==> config.mk <==
export PLATFORM = sky130hd
export DESIGN_NAME = dual_aux_pwm_timer
export DESIGN_NICKNAME = d
export VERILOG_FILES = /design/src/inc/aux_pwm_pkg.sv /design/src/inc/pwm_chan_if.sv /design/src/hdl/dual_aux_pwm_timer.sv /design/src/hdl/aux_pwm_channel.sv
export SDC_FILE = /design/constraint.sdc
export NUM_CORES = 1
export LEC_CHECK = 0
export BUFFER_PORTS_ARGS = -buffer_cell sky130_fd_sc_hd__clkbuf_2
export CAP_MARGIN = 20
export CELL_PAD_IN_SITES_DETAIL_PLACEMENT = 1
export CELL_PAD_IN_SITES_GLOBAL_PLACEMENT = 2
export CORE_ASPECT_RATIO = 0.8
export CORE_UTILIZATION = 37
export DETAILED_ROUTE_END_ITERATION = 7
export PLACE_DENSITY_LB_ADDON = 0.1
export SLEW_MARGIN = 5
export SYNTH_ARGS = -nofsm -noshare
export SYNTH_HDL_FRONTEND = slang
export SYNTH_SLANG_ARGS = --single-unit
export TNS_END_PERCENT = 50
==> constraint.sdc <==
create_clock -name pclk -period 3.7 [get_ports pclk]
set_input_delay 0.74 -clock pclk [delete_from_list [all_inputs] [get_ports pclk]]
set_output_delay 0.74 -clock pclk [all_outputs]
set_load 0.1 [all_outputs]
==> src/inc/aux_pwm_pkg.sv <==
package aux_pwm_pkg;

  // ----------------------------------------
  // bus and register map
  // ----------------------------------------
  localparam int          ADDR_W         = 8;
  localparam int          DATA_W         = 32;
  localparam logic [7:0]  PERIOD_A_OFS   = 8'h00;
  localparam logic [7:0]  PERIOD_B_OFS   = 8'h04;
  localparam logic [7:0]  ONTIME_A_OFS   = 8'h08;
  localparam logic [7:0]  ONTIME_B_OFS   = 8'h0c;
  localparam logic [7:0]  MODE_CTRL_OFS  = 8'h10;
  localparam logic [7:0]  STATUS_OFS     = 8'h14;

  // ----------------------------------------
  // fields and reset values
  // ----------------------------------------
  localparam int          MODE_INDEP_BIT = 8;
  localparam logic        MODE_RST       = 1'b0;
  localparam logic [7:0]  PERIOD_RST     = 8'hff;
  localparam logic [7:0]  ONTIME_RST     = 8'h00;
  localparam int          STAT_PWM_A_BIT = 0;
  localparam int          STAT_PWM_B_BIT = 1;
  localparam int          STAT_CNT_A_LSB = 8;
  localparam int          STAT_CNT_B_LSB = 16;

  // ----------------------------------------
  // timing
  // ----------------------------------------
  localparam int CLK_PERIOD_NS  = 8;
  localparam int TIMEBASE_CLKS  = 2;
  localparam int TIMEBASE_NS    = TIMEBASE_CLKS * CLK_PERIOD_NS;
  localparam int TICK_CYCLES    =
    (TIMEBASE_NS + CLK_PERIOD_NS - 1) / CLK_PERIOD_NS;
  localparam logic TICK_LAST    = 1'(TICK_CYCLES - 1);

  // ----------------------------------------
  // register select
  // ----------------------------------------
  typedef enum {
    SEL_PERIOD_A,
    SEL_PERIOD_B,
    SEL_ONTIME_A,
    SEL_ONTIME_B,
    SEL_MODE,
    SEL_STATUS,
    SEL_NONE
  } reg_sel_t;

endpackage : aux_pwm_pkg

==> src/inc/pwm_chan_if.sv <==
`timescale 1ns/100ps
interface pwm_chan_if;
  logic       tick;
  logic       restart;
  logic [7:0] period;
  logic [7:0] init_count;
  logic [7:0] ontime_new;
  logic [7:0] count;
  logic       pwm;

  modport ctrl (
    output tick, restart, period, init_count, ontime_new,
    input  count, pwm
  );
  modport chan (
    input  tick, restart, period, init_count, ontime_new,
    output count, pwm
  );
endinterface : pwm_chan_if

==> src/hdl/dual_aux_pwm_timer.sv <==
// The APB register port and the register addresses were left to the implementer.
`timescale 1ns/100ps
// Overview of operation
// - two channels, each with 8-bit period, on-time and own pin
// - mode bit 8 set selects independent, clear selects offset
// - independent mode: each channel uses only its own registers
// - period lasts two clocks times period value plus one
// - every period value from zero to all ones is accepted
// - on-time is two clocks times on-time value; zero gives zero
// - on-time beyond period gives full duty in both modes
// - offset mode: both share channel a period, own on-times
// - offset mode: b rises two clocks times (period b+1) after a
// - registers may be written at any time
// - new on-time takes effect at the next cycle start
// - period write zeroes timer a (and b in independent mode) and starts fresh cycles
// - reset: offset mode, periods all ones, on-times zero
// - time unit is two core clock periods
module dual_aux_pwm_timer (
  input  wire logic                            pclk,
  input  wire logic                            presetn,
  input  wire logic                            psel,
  input  wire logic                            penable,
  input  wire logic                            pwrite,
  input  wire logic [aux_pwm_pkg::ADDR_W-1:0]  paddr,
  input  wire logic [aux_pwm_pkg::DATA_W-1:0]  pwdata,
  output      logic [aux_pwm_pkg::DATA_W-1:0]  prdata,
  output      logic                            pready,
  output      logic                            pslverr,
  output      logic                            pwm_out_a,
  output      logic                            pwm_out_b
);
  import aux_pwm_pkg::*;

  // ----------------------------------------
  // state
  // ----------------------------------------
  typedef struct packed {
    logic [7:0]        period_a;
    logic [7:0]        period_b;
    logic [7:0]        ontime_a;
    logic [7:0]        ontime_b;
    logic              indep;
    logic              restart;
    logic              div;
    logic [DATA_W-1:0] rdata;
  } top_state_t;

  top_state_t st;
  top_state_t next_st;

  logic       wr_access;
  logic       rd_setup;
  logic       tick;
  reg_sel_t   sel;
  logic [DATA_W-1:0] status_word;

  pwm_chan_if ch_a ();
  pwm_chan_if ch_b ();

  // ----------------------------------------
  // address decode
  // ----------------------------------------
  function automatic reg_sel_t decode (
    input logic [ADDR_W-1:0] addr
  );
    reg_sel_t s;
    case (addr)
      PERIOD_A_OFS:  s = SEL_PERIOD_A;
      PERIOD_B_OFS:  s = SEL_PERIOD_B;
      ONTIME_A_OFS:  s = SEL_ONTIME_A;
      ONTIME_B_OFS:  s = SEL_ONTIME_B;
      MODE_CTRL_OFS: s = SEL_MODE;
      STATUS_OFS:    s = SEL_STATUS;
      default:       s = SEL_NONE;
    endcase
    return s;
  endfunction : decode

  function automatic logic is_error (
    input logic [ADDR_W-1:0] addr,
    input logic              write
  );
    // status is read only; writes to it are refused
    return (decode(addr) == SEL_NONE) ||
           (write && decode(addr) == SEL_STATUS);
  endfunction : is_error

  assign sel       = decode(paddr);
  assign wr_access = psel && penable && pwrite &&
                     !is_error(paddr, 1'b1);
  assign rd_setup  = psel && !penable && !pwrite;

  // ----------------------------------------
  // apb answer
  // ----------------------------------------
  // zero wait states; read data is staged in setup
  assign pready  = 1'b1;
  assign pslverr = psel && penable && is_error(paddr, pwrite);
  assign prdata  = st.rdata;

  always_comb begin
    status_word = '0;
    status_word[STAT_PWM_A_BIT] = ch_a.pwm;
    status_word[STAT_PWM_B_BIT] = ch_b.pwm;
    status_word[STAT_CNT_A_LSB +: 8] = ch_a.count;
    status_word[STAT_CNT_B_LSB +: 8] = ch_b.count;
  end

  // ----------------------------------------
  // register file and divider
  // ----------------------------------------
  always_comb begin
    next_st         = st;
    next_st.restart = 1'b0;

    if (wr_access) begin
      case (sel)
        SEL_PERIOD_A: begin
          next_st.period_a = pwdata[7:0];
          next_st.restart  = 1'b1;
        end
        SEL_PERIOD_B: begin
          next_st.period_b = pwdata[7:0];
          next_st.restart  = 1'b1;
        end
        SEL_ONTIME_A: begin
          next_st.ontime_a = pwdata[7:0];
        end
        SEL_ONTIME_B: begin
          next_st.ontime_b = pwdata[7:0];
        end
        SEL_MODE: begin
          next_st.indep   = pwdata[MODE_INDEP_BIT];
          next_st.restart = 1'b1;
        end
        default: begin
          next_st.restart = 1'b0;
        end
      endcase
    end

    if (rd_setup) begin
      case (sel)
        SEL_PERIOD_A: next_st.rdata = {24'h000000, st.period_a};
        SEL_PERIOD_B: next_st.rdata = {24'h000000, st.period_b};
        SEL_ONTIME_A: next_st.rdata = {24'h000000, st.ontime_a};
        SEL_ONTIME_B: next_st.rdata = {24'h000000, st.ontime_b};
        SEL_MODE: begin
          next_st.rdata = '0;
          next_st.rdata[MODE_INDEP_BIT] = st.indep;
        end
        SEL_STATUS:   next_st.rdata = status_word;
        default:      next_st.rdata = '0;
      endcase
    end

    // tick spans two core clock periods
    if (st.restart || tick) begin
      next_st.div = 1'b0;
    end else begin
      next_st.div = st.div + 1'b1;
    end
  end

  // restart cycle itself never ticks, so the
  // first count after a restart is a full unit long
  assign tick = !st.restart && (st.div == TICK_LAST);

  always_ff @(posedge pclk or negedge presetn) begin
    if (!presetn) begin
      st.period_a <= PERIOD_RST;
      st.period_b <= PERIOD_RST;
      st.ontime_a <= ONTIME_RST;
      st.ontime_b <= ONTIME_RST;
      st.indep    <= MODE_RST;
      st.restart  <= 1'b0;
      st.div      <= 1'b0;
      st.rdata    <= '0;
    end else begin
      st <= next_st;
    end
  end

  // ----------------------------------------
  // channel wiring
  // ----------------------------------------
  // channel a always runs on its own period
  // full 8-bit period range, no clamping
  assign ch_a.tick       = tick;
  assign ch_a.restart    = st.restart;
  assign ch_a.period     = st.period_a;
  assign ch_a.init_count = 8'h00;
  assign ch_a.ontime_new = st.ontime_a;

  // independent: b uses its own period
  // offset: b starts period_b+1 ticks late
  // period_b above period_a is not guarded
  assign ch_b.tick       = tick;
  assign ch_b.restart    = st.restart;
  assign ch_b.period     = st.indep ? st.period_b : st.period_a;
  assign ch_b.init_count = st.indep ? 8'h00 :
                           8'(st.period_a - st.period_b);
  assign ch_b.ontime_new = st.ontime_b;

  aux_pwm_channel gen_a (
    .pclk    (pclk),
    .presetn (presetn),
    .ch      (ch_a)
  );

  aux_pwm_channel gen_b (
    .pclk    (pclk),
    .presetn (presetn),
    .ch      (ch_b)
  );

  assign pwm_out_a = ch_a.pwm;
  assign pwm_out_b = ch_b.pwm;

  // ----------------------------------------
  // checks
  // ----------------------------------------
  tick_spacing_a: assert property (
    @(posedge pclk) disable iff (!presetn)
    tick |=> !tick)
    else $error("ticks closer than two clocks");

  write_restart_a: assert property (
    @(posedge pclk) disable iff (!presetn)
    (wr_access && (sel == SEL_PERIOD_A || sel == SEL_PERIOD_B))
    |=> st.restart ##1 (ch_a.count == 8'h00))
    else $error("period write did not clear timer");

  period_wrap_a: assert property (
    @(posedge pclk) disable iff (!presetn)
    (tick && ch_a.count == st.period_a && !wr_access)
    |=> (ch_a.count == 8'h00))
    else $error("channel a missed its wrap");

  offset_phase_a: assert property (
    @(posedge pclk) disable iff (!presetn)
    (st.restart && !st.indep)
    |=> (ch_b.count == 8'(st.period_a - st.period_b)))
    else $error("offset start phase wrong");

  offset_share_a: assert property (
    @(posedge pclk) disable iff (!presetn)
    (!st.indep && tick && ch_b.count == st.period_a &&
     !st.restart && !wr_access)
    |=> (ch_b.count == 8'h00))
    else $error("offset channel not on period a");

  zero_duty_a: assert property (
    @(posedge pclk) disable iff (!presetn)
    (tick && ch_a.count == st.period_a && st.ontime_a == 8'h00
     && !st.restart)
    |=> !pwm_out_a)
    else $error("zero on-time drove output");

  full_duty_a: assert property (
    @(posedge pclk) disable iff (!presetn)
    (tick && ch_a.count == st.period_a &&
     st.ontime_a > st.period_a && !st.restart && !wr_access)
    |=> pwm_out_a [*2])
    else $error("long on-time not at full duty");

  mode_write_a: assert property (
    @(posedge pclk) disable iff (!presetn)
    (wr_access && sel == SEL_MODE)
    |=> (st.indep == $past(pwdata[MODE_INDEP_BIT])))
    else $error("mode bit not taken");

  indep_decouple_a: assert property (
    @(posedge pclk) disable iff (!presetn)
    (st.indep && tick && ch_b.count == st.period_b &&
     !st.restart && !wr_access)
    |=> (ch_b.count == 8'h00))
    else $error("independent b not on own period");

  reset_values_a: assert property (
    @(posedge pclk)
    $rose(presetn) |-> (st.period_a == PERIOD_RST &&
      st.period_b == PERIOD_RST && st.ontime_a == ONTIME_RST &&
      st.ontime_b == ONTIME_RST && st.indep == MODE_RST))
    else $error("register reset values wrong");

  count_hold_a: assert property (
    @(posedge pclk) disable iff (!presetn)
    (!tick && !st.restart)
    |=> ($stable(ch_a.count) && $stable(ch_b.count)))
    else $error("timer moved without a tick");

  ontime_take_a: assert property (
    @(posedge pclk) disable iff (!presetn)
    (wr_access && sel == SEL_ONTIME_A)
    |=> (st.ontime_a == $past(pwdata[7:0])))
    else $error("on-time write not taken");

  period_take_a: assert property (
    @(posedge pclk) disable iff (!presetn)
    (wr_access && sel == SEL_PERIOD_B)
    |=> (st.period_b == $past(pwdata[7:0])))
    else $error("period write not taken");

  ontime_quiet_a: assert property (
    @(posedge pclk) disable iff (!presetn)
    (wr_access && (sel == SEL_ONTIME_A || sel == SEL_ONTIME_B))
    |=> !st.restart)
    else $error("on-time write restarted timers");

  indep_restart_a: assert property (
    @(posedge pclk) disable iff (!presetn)
    (st.restart && st.indep)
    |=> (ch_b.count == 8'h00))
    else $error("independent b not cleared");

  zero_duty_b_a: assert property (
    @(posedge pclk) disable iff (!presetn)
    (tick && ch_b.count >= ch_b.period && st.ontime_b == 8'h00
     && !st.restart)
    |=> !pwm_out_b)
    else $error("zero on-time drove output b");

  full_duty_b_a: assert property (
    @(posedge pclk) disable iff (!presetn)
    (tick && ch_b.count >= ch_b.period &&
     st.ontime_b > ch_b.period && !st.restart)
    |=> pwm_out_b)
    else $error("long on-time b not at full duty");

  restart_tick_a: assert property (
    @(posedge pclk) disable iff (!presetn)
    st.restart |=> !tick ##1 (tick || st.restart))
    else $error("first unit after restart not two clocks");

endmodule : dual_aux_pwm_timer

==> src/hdl/aux_pwm_channel.sv <==
`timescale 1ns/100ps
module aux_pwm_channel (
  input wire logic pclk,
  input wire logic presetn,
  pwm_chan_if.chan ch
);
  import aux_pwm_pkg::*;

  typedef struct packed {
    logic [7:0] count;
    logic [7:0] ontime_act;
    logic       armed;
    logic       pwm;
  } chan_state_t;

  chan_state_t st;
  chan_state_t next_st;
  logic        wrap;

  // ----------------------------------------
  // cycle engine
  // ----------------------------------------
  // >= keeps a stale count from running away
  assign wrap = ch.tick && (st.count >= ch.period);

  always_comb begin
    next_st = st;
    if (ch.restart) begin
      next_st.count      = ch.init_count;
      next_st.ontime_act = ch.ontime_new;
      next_st.armed      = (ch.init_count == 8'h00);
      next_st.pwm        = (ch.init_count == 8'h00) &&
                           (ch.ontime_new != 8'h00);
    end else if (wrap) begin
      next_st.count      = 8'h00;
      next_st.ontime_act = ch.ontime_new;
      next_st.armed      = 1'b1;
      next_st.pwm        = (ch.ontime_new != 8'h00);
    end else if (ch.tick) begin
      next_st.count = st.count + 8'h01;
      next_st.pwm   = st.armed &&
        ({1'b0, st.count} + 9'h001 < {1'b0, st.ontime_act});
    end
  end

  always_ff @(posedge pclk or negedge presetn) begin
    if (!presetn) begin
      st <= '{count: 8'h00, ontime_act: ONTIME_RST,
             armed: 1'b1, pwm: 1'b0};
    end else begin
      st <= next_st;
    end
  end

  assign ch.count = st.count;
  assign ch.pwm   = st.pwm;

  // ----------------------------------------
  // checks
  // ----------------------------------------
  rise_at_start_a: assert property (
    @(posedge pclk) disable iff (!presetn)
    $rose(st.pwm) |-> (st.count == 8'h00))
    else $error("pwm rose away from cycle start");

  ontime_hold_a: assert property (
    @(posedge pclk) disable iff (!presetn)
    (!ch.restart && !wrap) |=> $stable(st.ontime_act))
    else $error("on-time changed mid cycle");

endmodule : aux_pwm_channel

==> impl_metrics.ini <==
[timing]
fmax_mhz = 293
holdWs_ns = 0.387
tightest_slew_ns = 0.661
setup_viol = 0
max_slew_margin_pct = 55.6
layout_worst_path_cycle_share_pct = 92.1
fin_skew_ns = 0.0116
finalHoldViolCount = 0
rsz0062_at_grt = no
fin_tns_setup_ns = 0
maxSlewViolCount = 0
period_needed_ns = 3.41

[die]
initial_core_util_pct = 38.3
die_area_um2 = 16200
pin_count = 81
die_w_um = 142
die_h_um = 114
core_area_um2 = 15200
fp-row-count = 40

[route]
first_pass_iters = 6
wl_per_cell_um = 19.7
drt_first_iter_violations = 277
vias = 4306
routed_wirelength_um = 15700
drtAntennaViolNets = 0
viasPerCell = 5.39
drc = 0

[finish]
layout_common_cells = dfrtp_1, mux2_2, clkbuf_2, nand2_1, ha_1
nets = 670
antenna_cells = 0
drive_above_1_share_pct = 26.0
n_fill_cell = 1727
synthToLayoutAreaGrowth_pct = 9.23
final_common_cell = dfrtp_1

[synthesis]
synthXorXnorAreaFrac_pct = 2.57
synth.ff_latch_count = 94
synth_top_area_share_pct = 33.2
yosysTopAreaCell = dfrtp_1
synth_top_family_by_area = compound AO/OA/AOI/OAI gates
synth_fa_ha_area_share_pct = 8.97
synth.area.top_cells = dfrtp_1, mux2_2, ha_1
synth_edf_count = 0
yosys_warnings = 0
netlist-cell-type-count = 66
netlist_area_um2 = 5800
synth-compound-area-share_pct = 15.3
ys_seq_area_share_pct = 40.9
async_flop_share_pct = 100
synth_top_flop_cell = dfrtp_1
post_synth_mux_area_share_pct = 11.4
synth_cells = 563
synth-simple-area-share_pct = 12.5
syn_avg_cell_area_um2 = 10.3

[critical_path]
worst-path-stages = 8
critPathArrivalTime_ns = 2.67
critPathRequiredTime_ns = 2.96
r2r_cells = 8
max_stage_delay_ns = 0.38
worstSetupEndpointType = output pin
crit_chain = clkbuf_2, nor4_4, nor3b_4, nand2_4, ha_1, a31oi_1, nor3_2, clkbuf_2
critPathSlowestCell = nor3b_4
startpoint_type = input pin
path_buf_inv = 2
crit_family = simple AND/OR/NAND/NOR gates
cp_max_fo = 9
path_class = input pin to output pin
crit_top_cell = clkbuf_2

[outcome]
status = completed

[clock_tree]
cts_tree = yes
post_cts_resized = 0
htree_levels = 3
cts-root-buf = clkbuf_16
cts-buffers-inserted = 9
cts.sinks = 94
postCtsSetupRepairBufs = 0
clk_path_buf_depth = 2
clk_pin_slew_ns = 0.06
clock_latency_ns = 0.36
ctsHoldBuffers = 0

[flow_run]
max-cap-violations = 0

[global_routing]
grt_max_degree = 95
antenna_found_initial = 0
grt_first_pass_wirelength_um = 24900
grt_pass1_vias = 4304
gr-total-overflow = 0
grt_usage_pct = 20.9

[hold_path]
hp-class = input pin to asynchronous set/reset pin

[placement]
io_buffers = 48
routabilityCongestion = 0.791
dpl.hpwl_um = 12100

[power_and_ir_drop]
power_density_nw_per_um2 = 401
power.leakage_uw = 0.00300
ir_worst_vdd_uv = 218
-- power by group --
group	switching [uW]	total, uW	internal, uW	leakage, uW
Clock	412	866	453	0.000128
Combinational	370	553	183	0.00164
Sequential	61.0	1120	1060	0.00124
Total	843	2540	1700	0.00300
-- state kept, by name, indices dropped and copies added (netlist names) --
| name | count |
|---|---|
| prdata | 24 |
| gen_a.ch.count | 8 |
| st | 10 |
| gen_a.ch.pwm | 1 |
| ch_a.ontime_new | 8 |
| gen_b.ch.pwm | 1 |
| gen_b.st | 9 |
| gen_a.st | 8 |
| ch_a.restart | 1 |
| gen_b.ch.count | 8 |
| ch_a.period | 8 |
| ch_b.ontime_new | 8 |
-- area by class of cell --
type / instances / area (um^2) / area share [%]
multi-input combinational: 387 / 2990 / 47.1
sequential: 94 / 2370 / 37.5
timing repair buffer: 55 / 308 / 4.86
tap: 210 / 263 / 4.15
clock buffer: 10 / 229 / 3.61
inverter: 37 / 139 / 2.19
clock inverter: 6 / 38.8 / 0.612
-- worst paths after layout --
| check | from | to | slack [ns] |
|---|---|---|---|
| hold reg to reg | prdata[6] | prdata[6] | 0.48 |
| setup reg to reg | ch_a.period[0] | gen_b.st[4] | 0.45 |
| hold / removal | presetn | prdata[22] | 0.39 |
| min in group pclk | prdata[6] | prdata[6] | 0.48 |
| setup / recovery | paddr[7] | pslverr | 0.29 |
| max in group asynchronous | presetn | gen_b.st[1] | 2.85 |
-- cell usage after synthesis (8+ instances only) --
cell type,count
dfrtp_1,77
xnor2_1,10
buf_4,34
dfstp_2,17
nor2_1,13
clkbuf_1,8
o21ai_0,38
a21oi_1,24
ha_1,40
and3_1,9
mux2i_1,11
nand2_1,44
mux2_2,49
buf_2,8
nand3_1,16
a22o_1,18
inv_1,35
-- kinds of logic (layout without fill, tap and decap cells) --
kind of cell	count (synthesis)	count (layout)
muxes	60	60
xor gates and xnor gates	17	17
AOI/OAI and AO/OA	129	129
other	2	9
buffers and inverters	89	108
and+or+nand+nor	131	131
DFF	94	94
adders and majority gates	41	41
-- metrics by stage --
step	cell area [um^2]	setup WS [ns]	cells	util, %	power (uW)
final	6340	0.292	799	41.8	2540
after CTS	6340	0.298	799	41.8	2580
after global placement	6070	0.330	783	40.0	1680
after floorplan	5830	0.119	570	-	1520
after detailed placement	6070	0.294	783	40.0	1700
after global routing	6340	0.144	799	41.8	2680
-- worst reg2reg max path, stage by stage (launching register included) --
cell	delay, ns
dfstp_2	0.59
inv_1	0.07
o21ai_0	0.20
ha_1	0.27
nand2b_1	0.17
a2111oi_0	0.62
o21ai_1	0.29
a21oi_2	0.50
mux2_2	0.40
-- metal layers --
layer  global-route usage [%]  part of all wire [%]  vias up
met5                        0                     0        -
met4                     3.73                  0.62        0
met3                     4.74                   4.0        5
met2                     29.6                    41       80
met1                     32.2                    54     2188
li1                         -                     -     2033
Power figures use the tool's default switching activity.
